File: config.mk
export PLATFORM = sky130hd
export DESIGN_NAME = ufc_core
export DESIGN_NICKNAME = d
export VERILOG_FILES = /design/src/core/ufc_pkg.sv /design/src/core/ufc_core.sv
export SDC_FILE = /design/constraint.sdc
export NUM_CORES = 1
export LEC_CHECK = 0
export BUFFER_PORTS_ARGS = -buffer_cell sky130_fd_sc_hd__buf_2
export CAP_MARGIN = 10
export CELL_PAD_IN_SITES_DETAIL_PLACEMENT = 0
export CELL_PAD_IN_SITES_GLOBAL_PLACEMENT = 2
export CORE_MARGIN = 4
export CORE_UTILIZATION = 36
export DETAILED_ROUTE_END_ITERATION = 12
export MAX_ROUTING_LAYER = met4
export PLACE_DENSITY_LB_ADDON = 0.1
export REMOVE_ABC_BUFFERS = 1
export SYNTH_ARGS = -nofsm -noshare
export SYNTH_HDL_FRONTEND = slang
export SYNTH_SLANG_ARGS = --single-unit
File: constraint.sdc
create_clock -name clk_i -period 5.6 [get_ports clk_i]
set_input_delay 0.84 -clock clk_i [delete_from_list [all_inputs] [get_ports clk_i]]
set_output_delay 0.84 -clock clk_i [all_outputs]
set_load 0.01 [all_outputs]
File: src/core/ufc_pkg.sv
// Constants and types for the frame configuration block.
//
// How it works
// RQ1: parity_type decodes even, odd, space, mark, none, multidrop.
// RQ2: Async stop_bit_count 00/01/10 gives 1, 1.5, 2 stops; 11 reserved.
// RQ3: Sync stop_bit_count 00 gives 1, 10 gives 2; others reserved.
// RQ4: Automatic echo sends the receive line straight to the transmit pin.
// RQ5: Local loopback feeds the transmitter output to the receiver.
// RQ6: Remote loopback ties receive pin to transmit pin; 00 is normal.
// RQ7: msb_first selects most significant bit first, else least first.
// RQ8: nine_bit_char forces 9-bit characters, else char_length_sel rules.
// RQ9: Clock pin driven only with clock_out_drive and internal clock.
// RQ10: negative_ack_inhibit suppresses every negative acknowledge.
// RQ11: Without the limit, each parity error gives an immediate NEGATIVE_ACK.
// RQ12: With the limit, consecutive parity errors are counted, each NACKed.
// RQ13: At repeat_limit no more NACKs and the limit flag is set.
// RQ14: repeat_limit is the maximum repetition count for T=0.
// RQ15: With sync_field_from_tx_write, each holding write updates sync.
// RQ16: Otherwise the sync field follows the synchronous-mode setting.
// RQ17: Infrared filter takes 2-of-3 majority at 1/16 bit spacing.
// RQ18: biphase_codec_en enables both biphase encoder and decoder.
// RQ19: single_bit_delimiter 1 selects a one-bit start delimiter.
// RQ20: single_bit_delimiter 0 selects a command or data sync delimiter.
// RQ21: Writing 1 to interrupt_enable_set sets that mask bit.
// RQ22: Writing 1 to interrupt_enable_clear clears that mask bit.
// RQ23: Interrupt bits sit at their fixed positions 0-13 and 16-20.
// RQ24: interrupt_mask_view reads 1 for enabled sources.
// RQ25: Synchronous-mode bit 0 is async, 1 sync; picks stop-bit column.
// RQ26: Interrupt output is high when any enabled flag is active.
package ufc_pkg;

   localparam int AW = 8;

   localparam logic [AW-1:0] OFS_CTRL  = 8'h00;
   localparam logic [AW-1:0] OFS_MODE  = 8'h04;
   localparam logic [AW-1:0] OFS_IEN   = 8'h08;
   localparam logic [AW-1:0] OFS_IDIS  = 8'h0C;
   localparam logic [AW-1:0] OFS_IMASK = 8'h10;
   localparam logic [AW-1:0] OFS_STAT  = 8'h14;
   localparam logic [AW-1:0] OFS_TXH   = 8'h1C;

   localparam int CTL_CLR_REPEAT = 10;
   localparam int CTL_CLR_NEGATIVE_ACK   = 14;
   localparam int TXH_CMD_BIT    = 15;

   localparam int IRQ_REPEAT = 10;
   localparam int IRQ_NEGATIVE_ACK   = 13;
   localparam logic [31:0] IRQ_USED   = 32'h001F3FFF;
   localparam logic [31:0] MODE_WMASK = 32'hB77FFFFF;
   localparam logic [31:0] MODE_RESET = 32'h00000000;

   localparam logic [1:0] CLK_EXT_SCK = 2'h3;
   localparam int         FILT_TAPS   = 3;

   typedef enum logic [2:0] {
      PAR_EVEN, PAR_ODD, PAR_SPACE, PAR_MARK, PAR_NONE, PAR_MULTI
   } ufc_parity_t;

   typedef enum logic [1:0] {
      CH_NORMAL, CH_ECHO, CH_LOCAL, CH_REMOTE
   } ufc_chan_t;

   typedef struct packed {
      logic       single_bit_delimiter;
      logic       rsv30;
      logic       biphase_codec_en;
      logic       ir_filter;
      logic       rsv27;
      logic [2:0] repeat_limit;
      logic       rsv23;
      logic       sync_field_from_tx_write;
      logic       successive_negative_ack_limit_en;
      logic       negative_ack_inhibit;
      logic       oversample8;
      logic       clock_out_drive;
      logic       nine_bit_char;
      logic       msb_first;
      logic [1:0] channel_mode;
      logic [1:0] stop_bit_count;
      logic [2:0] parity_type;
      logic       sync_mode;
      logic [1:0] char_length_sel;
      logic [1:0] clock_source_sel;
      logic [3:0] usart_mode;
   } ufc_mode_t;

   typedef struct packed {
      ufc_parity_t parity;
      logic [2:0]  stop_halves;
      logic        stop_rsvd;
      logic [3:0]  char_bits;
      logic        msb_first;
      logic        biphase_en;
      logic        sfd_one_bit;
      logic        sfd_cmd_sync;
      logic [2:0]  repeat_limit;
   } ufc_frame_t;

endpackage : ufc_pkg

File: src/core/ufc_core.sv
// Frame configuration, channel routing, NEGATIVE_ACK control and interrupt mask.
`timescale 1ns/1ps
module ufc_core
   import ufc_pkg::*;
#(
   parameter int CW = 9
) (
   // Clock and reset.
   input  wire logic          clk_i,
   input  wire logic          rst_b_i,
   // Register port.
   input  wire logic [AW-1:0] reg_addr_i,
   input  wire logic [31:0]   reg_wdata_i,
   input  wire logic          reg_wr_i,
   input  wire logic          reg_rd_i,
   output logic [31:0]        reg_rdata_o,
   // Status levels from the rest of the channel.
   input  wire logic [31:0]   evt_flags_i,
   output logic               irq_o,
   // Receiver character events.
   input  wire logic          rx_char_done_i,
   input  wire logic          rx_par_err_i,
   input  wire logic [CW-1:0] rx_data_i,
   output logic [CW-1:0]      rx_data_o,
   output logic               negative_ack_o,
   // Transmit holding path.
   output logic               tx_wr_o,
   output logic [CW-1:0]      tx_data_o,
   // Serial lines.
   input  wire logic          rx_pin_i,
   input  wire logic          os_tick_i,
   input  wire logic          tx_ser_i,
   output logic               tx_pin_o,
   output logic               rx_ser_o,
   // Serial clock pin.
   input  wire logic          sck_gen_i,
   output logic               sck_o,
   output logic               sck_oe_b_o,
   // Decoded frame settings.
   output ufc_frame_t         cfg_o
);

   ////////////////////////////////////////////////////////////////////
   // Helpers.

   function automatic logic [3:0] char_len(input ufc_mode_t m);
      logic [3:0] n;
      n = 4'h5 + {2'h0, m.char_length_sel};
      if (m.nine_bit_char) begin
         n = 4'h9; // [RQ8]
      end
      return n;
   endfunction : char_len

   // With msb set, mirrors the low n bits so the shifter always sends bit 0 first.
   function automatic logic [CW-1:0] order_bits(
      input logic [CW-1:0] d,
      input logic [3:0]    n,
      input logic          msb
   );
      logic [CW-1:0] r;
      r = d;
      if (msb) begin
         r = '0;
         for (int i = 0; i < CW; i++) begin
            if (i < int'(n)) begin
               r[i] = d[int'(n) - 1 - i]; // [RQ7]
            end
         end
      end
      return r;
   endfunction : order_bits

   // Keeps only the bit positions that carry an interrupt source.
   function automatic logic [31:0] irq_bits(input logic [31:0] v);
      return v & IRQ_USED;
   endfunction : irq_bits

   // True when a write strobe addresses the given offset.
   function automatic logic wr_hit(
      input logic          we,
      input logic [AW-1:0] a,
      input logic [AW-1:0] ofs
   );
      return we && (a == ofs);
   endfunction : wr_hit

   ////////////////////////////////////////////////////////////////////
   // Register decode.

   ufc_mode_t   mode_q;
   logic [31:0] imask_q;
   logic [31:0] rdata_q;

   wire wr_ctrl  = wr_hit(reg_wr_i, reg_addr_i, OFS_CTRL);
   wire wr_mode  = wr_hit(reg_wr_i, reg_addr_i, OFS_MODE);
   wire wr_ien   = wr_hit(reg_wr_i, reg_addr_i, OFS_IEN);
   wire wr_idis  = wr_hit(reg_wr_i, reg_addr_i, OFS_IDIS);
   wire wr_txh   = wr_hit(reg_wr_i, reg_addr_i, OFS_TXH);
   wire clr_rep  = wr_ctrl && reg_wdata_i[CTL_CLR_REPEAT];
   wire clr_negative_ack = wr_ctrl && reg_wdata_i[CTL_CLR_NEGATIVE_ACK];

   // Reserved bits are dropped on write so they always read back as zero.
   wire ufc_mode_t mode_d = ufc_mode_t'(reg_wdata_i & MODE_WMASK);

   wire [31:0] ien_bits  = irq_bits(reg_wdata_i);
   wire [31:0] idis_bits = irq_bits(reg_wdata_i);
   wire [31:0] imask_d   = wr_ien  ? (imask_q | ien_bits)   // [RQ21]
                         : wr_idis ? (imask_q & ~idis_bits) // [RQ22]
                         : imask_q;

   always_ff @(posedge clk_i or negedge rst_b_i) begin
      if (!rst_b_i) begin
         mode_q  <= ufc_mode_t'(MODE_RESET);
         imask_q <= '0;
      end else begin
         imask_q <= imask_d;
         if (wr_mode) begin
            mode_q <= mode_d;
         end
      end
   end

   ////////////////////////////////////////////////////////////////////
   // Status and interrupt.

   logic repeat_flag_q;
   logic negative_ack_flag_q;
   logic [31:0] status;

   // Limit and NEGATIVE_ACK flags are owned here; the rest come from outside.
   always_comb begin
      status             = irq_bits(evt_flags_i); // [RQ23]
      status[IRQ_REPEAT] = repeat_flag_q;
      status[IRQ_NEGATIVE_ACK]   = negative_ack_flag_q;
   end

   wire irq_any = |(status & imask_q); // [RQ26]

   // Unmapped and write-only offsets read as zero.
   wire [31:0] rd_mux =
        (reg_addr_i == OFS_MODE)  ? 32'(mode_q)
      : (reg_addr_i == OFS_IMASK) ? imask_q // [RQ24]
      : (reg_addr_i == OFS_STAT)  ? status
      : 32'h00000000;

   always_ff @(posedge clk_i or negedge rst_b_i) begin
      if (!rst_b_i) begin
         rdata_q <= '0;
         irq_o   <= 1'b0;
      end else begin
         rdata_q <= reg_rd_i ? rd_mux : 32'h00000000;
         irq_o   <= irq_any;
      end
   end

   assign reg_rdata_o = rdata_q;

   ////////////////////////////////////////////////////////////////////
   // Frame settings.

   ufc_parity_t par_dec;
   logic [2:0]  stop_halves;
   logic        stop_rsvd;
   ufc_frame_t  cfg_q;

   always_comb begin
      case (mode_q.parity_type) // [RQ1]
         3'h0:    par_dec = PAR_EVEN;
         3'h1:    par_dec = PAR_ODD;
         3'h2:    par_dec = PAR_SPACE;
         3'h3:    par_dec = PAR_MARK;
         3'h4,
         3'h5:    par_dec = PAR_NONE;
         default: par_dec = PAR_MULTI;
      endcase
   end

   // Stop length in half bits; the sync bit picks the column.
   always_comb begin
      stop_rsvd = 1'b0;
      case (mode_q.stop_bit_count)
         2'h0: begin
            stop_halves = 3'h2; // [RQ2] [RQ3]
         end
         2'h1: begin
            stop_halves = 3'h3; // [RQ2]
            stop_rsvd   = mode_q.sync_mode; // [RQ3] [RQ25]
         end
         2'h2: begin
            stop_halves = 3'h4; // [RQ2] [RQ3]
         end
         default: begin
            stop_halves = 3'h2;
            stop_rsvd   = 1'b1;
         end
      endcase
   end

   logic txh_cmd_q;

   // Sync field: from the last holding write, or from the sync bit.
   wire sfd_cmd = mode_q.sync_field_from_tx_write
                ? txh_cmd_q // [RQ15]
                : mode_q.sync_mode; // [RQ16]

   always_ff @(posedge clk_i or negedge rst_b_i) begin
      if (!rst_b_i) begin
         txh_cmd_q <= 1'b0;
         cfg_q     <= '0;
      end else begin
         if (wr_txh && mode_q.sync_field_from_tx_write) begin
            txh_cmd_q <= reg_wdata_i[TXH_CMD_BIT]; // [RQ15]
         end
         cfg_q.parity       <= par_dec;
         cfg_q.stop_halves  <= stop_halves;
         cfg_q.stop_rsvd    <= stop_rsvd;
         cfg_q.char_bits    <= char_len(mode_q); // [RQ8]
         cfg_q.msb_first    <= mode_q.msb_first;
         cfg_q.biphase_en   <= mode_q.biphase_codec_en; // [RQ18]
         cfg_q.sfd_one_bit  <= mode_q.single_bit_delimiter; // [RQ19]
         cfg_q.sfd_cmd_sync <= sfd_cmd; // [RQ20]
         cfg_q.repeat_limit <= mode_q.repeat_limit; // [RQ14]
      end
   end

   assign cfg_o = cfg_q;

   ////////////////////////////////////////////////////////////////////
   // Character bit order.

   wire [3:0] nbits = char_len(mode_q);

   always_ff @(posedge clk_i or negedge rst_b_i) begin
      if (!rst_b_i) begin
         tx_wr_o   <= 1'b0;
         tx_data_o <= '0;
         rx_data_o <= '0;
      end else begin
         tx_wr_o <= wr_txh;
         if (wr_txh) begin
            tx_data_o <= order_bits(reg_wdata_i[CW-1:0], nbits,
                                    mode_q.msb_first); // [RQ7]
         end
         if (rx_char_done_i) begin
            rx_data_o <= order_bits(rx_data_i, nbits,
                                    mode_q.msb_first); // [RQ7]
         end
      end
   end

   ////////////////////////////////////////////////////////////////////
   // Receive line: synchroniser and infrared filter.

   logic rx_meta_q;
   logic rx_sync_q;
   logic [FILT_TAPS-1:0] taps_q;

   // The pin is not on this clock, so two stages come before any use.
   always_ff @(posedge clk_i or negedge rst_b_i) begin
      if (!rst_b_i) begin
         rx_meta_q <= 1'b1;
         rx_sync_q <= 1'b1;
         taps_q    <= '1;
      end else begin
         rx_meta_q <= rx_pin_i;
         rx_sync_q <= rx_meta_q;
         if (os_tick_i) begin
            taps_q <= {taps_q[FILT_TAPS-2:0], rx_sync_q}; // [RQ17]
         end
      end
   end

   wire rx_vote = (taps_q[0] & taps_q[1]) | (taps_q[1] & taps_q[2])
                | (taps_q[0] & taps_q[2]); // [RQ17]
   wire rx_line = mode_q.ir_filter ? rx_vote : rx_sync_q; // [RQ17]

   ////////////////////////////////////////////////////////////////////
   // Channel routing.

   logic tx_pin_d;
   logic rx_ser_d;

   // Remote loopback takes the pin unfiltered so each bit is resent as seen.
   always_comb begin
      case (ufc_chan_t'(mode_q.channel_mode))
         CH_NORMAL: begin
            tx_pin_d = tx_ser_i;
            rx_ser_d = rx_line;
         end
         CH_ECHO: begin
            tx_pin_d = rx_line; // [RQ4]
            rx_ser_d = rx_line; // [RQ4]
         end
         CH_LOCAL: begin
            tx_pin_d = 1'b1;
            rx_ser_d = tx_ser_i; // [RQ5]
         end
         CH_REMOTE: begin
            tx_pin_d = rx_sync_q; // [RQ6]
            rx_ser_d = 1'b1;
         end
         default: begin
            tx_pin_d = 1'b1;
            rx_ser_d = 1'b1;
         end
      endcase
   end

   ////////////////////////////////////////////////////////////////////
   // Serial clock pin.

   wire sck_drive = mode_q.clock_out_drive
                 && (mode_q.clock_source_sel != CLK_EXT_SCK); // [RQ9]

   always_ff @(posedge clk_i or negedge rst_b_i) begin
      if (!rst_b_i) begin
         tx_pin_o   <= 1'b1;
         rx_ser_o   <= 1'b1;
         sck_o      <= 1'b0;
         sck_oe_b_o <= 1'b1;
      end else begin
         tx_pin_o   <= tx_pin_d;
         rx_ser_o   <= rx_ser_d;
         sck_o      <= sck_drive & sck_gen_i;
         sck_oe_b_o <= ~sck_drive; // [RQ9]
      end
   end

   ////////////////////////////////////////////////////////////////////
   // Negative acknowledge and repetition limit.

   // The count stops at the limit; it can only wrap back to zero if repeat_limit is lowered below it.
   logic [2:0] err_cnt_q;

   wire par_evt   = rx_char_done_i && rx_par_err_i;
   wire good_evt  = rx_char_done_i && !rx_par_err_i;
   wire at_limit  = (err_cnt_q == mode_q.repeat_limit); // [RQ13]
   wire lim_on    = mode_q.successive_negative_ack_limit_en;
   wire want_negative_ack = par_evt && !(lim_on && at_limit); // [RQ11] [RQ13]
   wire send_negative_ack = want_negative_ack && !mode_q.negative_ack_inhibit; // [RQ10]
   wire cnt_step  = par_evt && lim_on && !at_limit; // [RQ12]
   wire [2:0] cnt_next = err_cnt_q + 3'h1;
   wire hit_limit = lim_on && par_evt
                 && (at_limit || cnt_next == mode_q.repeat_limit);

   always_ff @(posedge clk_i or negedge rst_b_i) begin
      if (!rst_b_i) begin
         err_cnt_q     <= '0;
         negative_ack_o        <= 1'b0;
         repeat_flag_q <= 1'b0;
         negative_ack_flag_q   <= 1'b0;
      end else begin
         negative_ack_o <= send_negative_ack; // [RQ10] [RQ11]
         if (good_evt || clr_rep) begin
            err_cnt_q <= '0;
         end else if (cnt_step) begin
            err_cnt_q <= cnt_next; // [RQ12]
         end
         // A new event wins over a clear in the same cycle.
         if (hit_limit) begin
            repeat_flag_q <= 1'b1; // [RQ13]
         end else if (clr_rep) begin
            repeat_flag_q <= 1'b0;
         end
         if (send_negative_ack) begin
            negative_ack_flag_q <= 1'b1;
         end else if (clr_negative_ack) begin
            negative_ack_flag_q <= 1'b0;
         end
      end
   end

endmodule : ufc_core

==> metrics.md <==
| Metric | Value |
|---|---|
| Status | `finished, final reports clean` |
| Post-CTS sizing | `0` |
| Yosys top cell by area | `dfrtp_1` |
| CTS sink cnt | `131` |
| CP endpoint kind | `flop` |
| Postcts setup bufs | `0` |
| Leak | `3.99 nW` |
| Initial Utilization | `0.367` |
| Crit path required time | `between 5 and 6 ns` |
| Worst skew pair latency | `roughly 0.41 ns` |
| Yosys top cell area share | `0.467` |
| Synth top area cells | `dfrtp_1 (47%), mux2_2 (9.7%), mux2i_1 (3.8%), nor2_1 (3.4%), dfstp_2 (3.2%)` |
| Synth cell types | `66` |
| Critical Path AT | `3.97 ns` |
| DRC Markers | `0` |
| Post-route ant nets | `0` |
| Met2 routed wirelength | `9.80 mm` |
| Yosys reg bits | `131` |
| Share of flip-flops with an asynchronous set or reset | `1.00` |
| Cell Area, Synth | `~6600 um2` |
| Detailed placement HPWL | `13.8 mm` |
| WL met1 | `slightly below 9 mm` |
| # nets final | `about 840` |
| Worst-path cell chain | `ha_1 > or2_2 > ha_1 > inv_1 > o31a_1 > o32a_1 > o32a_1 > a31oi_1` |
| VDD IR-drop max | `~0.00021 V` |
| DR WL/cell | `~20 um` |
| Area growth syn-to-layout | `21.8%` |
| Final wirelength | `around 20 mm` |
| Post-layout min period | `about 3.6 ns` |
| Final Slew Violations | `0` |
| RSZ-0062 raised after global routing | `no` |
| Most frequent cells in the layout | `buf_2 (143), dfrtp_1 (123), nor2_1 (60)` |
| # IOs | `roughly 170` |
| Via density per instance | `around 5.4` |
| Seq/Total Area, Yosys | `0.498` |
| Buffers added on ports | `between 100 and 150` |
| Clock Skew | `~0.0092 ns` |
| H-tree depth | `4` |
| DRT Pass-1 Iters | `5` |
| Initial antenna violation count | `0` |
| CP max FO | `22` |
| Row count | `between 40 and 50` |
| Initial drt markers | `346` |
| CTS tree | `built` |
| Clock-pin transition on the worst setup and hold timing paths | `around 0.060 ns` |
| Max Cap Viol | `0` |
| # diodes | `0` |
| Global-route wire length before repair | `approximately 31 mm` |
| Worst relative slew slack | `0.334` |
| Slowest CP cell | `ha_1` |
| Primary FF master, synth | `dfrtp_1` |
| Fmax | `~270 MHz` |
| CP top delay family | `compound AO/OA/AOI/OAI gates` |
| Synthesis Warnings | `0` |
| R2R Setup Slk | `just under 2 ns` |
| Fin crit share | `0.650` |
| Clock root buffer master | `clkbuf_16` |
| Final setup fails | `0` |
| P per Cell Area | `between 300 and 400 nW/um2` |
| CP max stage delay | `0.81 ns` |
| Chip width | `roughly 140 um` |
| Most common cell after layout, fill and taps aside | `buf_2` |
| Vias in the first global route | `5624` |
| Worst-Margin Slew | `around 1.0 ns` |
| Final Hold Fails | `0` |
| Total grt overflow | `0` |
| Type of the worst setup path | `flop to flop` |
| HP Class | `flop to flop` |
| Via count | `around 5.4k` |
| Worst-case clock buffer depth | `2` |
| Cells after Synth | `617` |
| DR WL met3 | `1.03 mm` |
| Total CTS buffers | `17` |
| Top Layer Used | `met4` |
| Pin count of the biggest net entering global routing | `between 80 and 90` |
| Die Ht | `roughly 140 um` |
| Setup_tns | `0 ns` |
| Layout cells sized above 1 | `0.346` |
| Final GP Congestion | `about 0.81` |
| Core Box Area | `around 18000 um2` |
| Post-synth EDFFs | `0` |
| Avg Cell Area, Syn | `approximately 11 um2` |
| CP Launch Type | `flop` |
| CP Buf/Inv Count | `1` |
| Final WS setup | `approximately 2.0 ns` |
| Pre-CTS setup slack | `approximately 2.0 ns` |
| Hold buffer count at CTS | `0` |
| Die ar. | `between 20000 and 25000 um2` |
| All-Layer GR Usage | `0.202` |
-- synth_stat cells (all sizes together), types with 10 or more instances --
master and instances:
mux2 57, nor4 21, nor3 10, o21ai 22
dfrtp 123, a22oi 12, nand2 52, and2 11
a21oi 38, buf 15, mux2i 25, inv 10
clkbuf 28, nor2 60
-- worst paths after layout --
check | from | end | cells after the start
hold / removal | rx_meta_q | rx_sync_q | 0
hold reg to reg | rx_meta_q | rx_sync_q | 0
setup reg to reg | mode_q[6] | tx_data_o[1] | 8
max in group asynchronous | rst_b_i | mode_q[1] | 2
setup / recovery | mode_q[6] | tx_data_o[1] | 8
min in group asynchronous | rst_b_i | mode_q[28] | 1
-- layer usage --
| layer | up-vias | global-route usage |
|---|---|---|
| met2 | 152 | 0.325 |
| li1 | 2484 | - |
| met1 | 2694 | 0.258 |
| met4 | 0 | 0.0515 |
| met3 | 23 | 0.0469 |
| met5 | - | - |
-- metrics by stage --
stage | cell area (um2) | cells | total power [mW] | util | hold slack [ns]
after floorplan | 6350 | 576 | 1.17 | - | 0.345
after global placement | 7440 | 958 | 1.31 | 0.414 | 0.347
after detailed placement | 7440 | 958 | 1.32 | 0.414 | 0.347
after CTS | 8040 | 990 | 2.46 | 0.447 | 0.355
after global routing | 8040 | 990 | 2.54 | 0.447 | 0.358
final | 8040 | 990 | 2.44 | 0.447 | 0.355
-- worst register-to-register path, stage by stage, from the launching register on --
cell and delay (ns):
dfrtp_1 0.38, ha_1 0.41, or2_2 0.38, ha_1 0.81, inv_1 0.34, o31a_1 0.32
o32a_1 0.39, o32a_1 0.37, a31oi_1 0.16
-- report_power, final --
group	leakage (nW)	total [mW]	switching, mW	internal [mW]
logic	1.95	0.286	0.174	0.113
registers	1.75	1.01	0.0236	0.987
clock network	0.287	1.14	0.426	0.713
total	3.99	2.44	0.623	1.81
-- cell families after synthesis --
kind of cell,share of synthesized area
simple gates,0.150
flops,0.498
other cells,0.000568
xor+xnor,0.0173
buf+inv,0.0451
compound gates,0.123
mux,0.152
fa+ha+maj,0.0125
-- layout make-up --
cell class,count,area (um2)
Inverter,13,48.8
Tap cell,229,287
Clock buffer,20,447
Fill cell,1758,9930
Clock inverter,12,154
Timing Repair Buffer,153,795
Multi-Input combinational cell,432,3020
Sequential cell,131,3290
No activity file was read; power rests on OpenSTA's default activity.
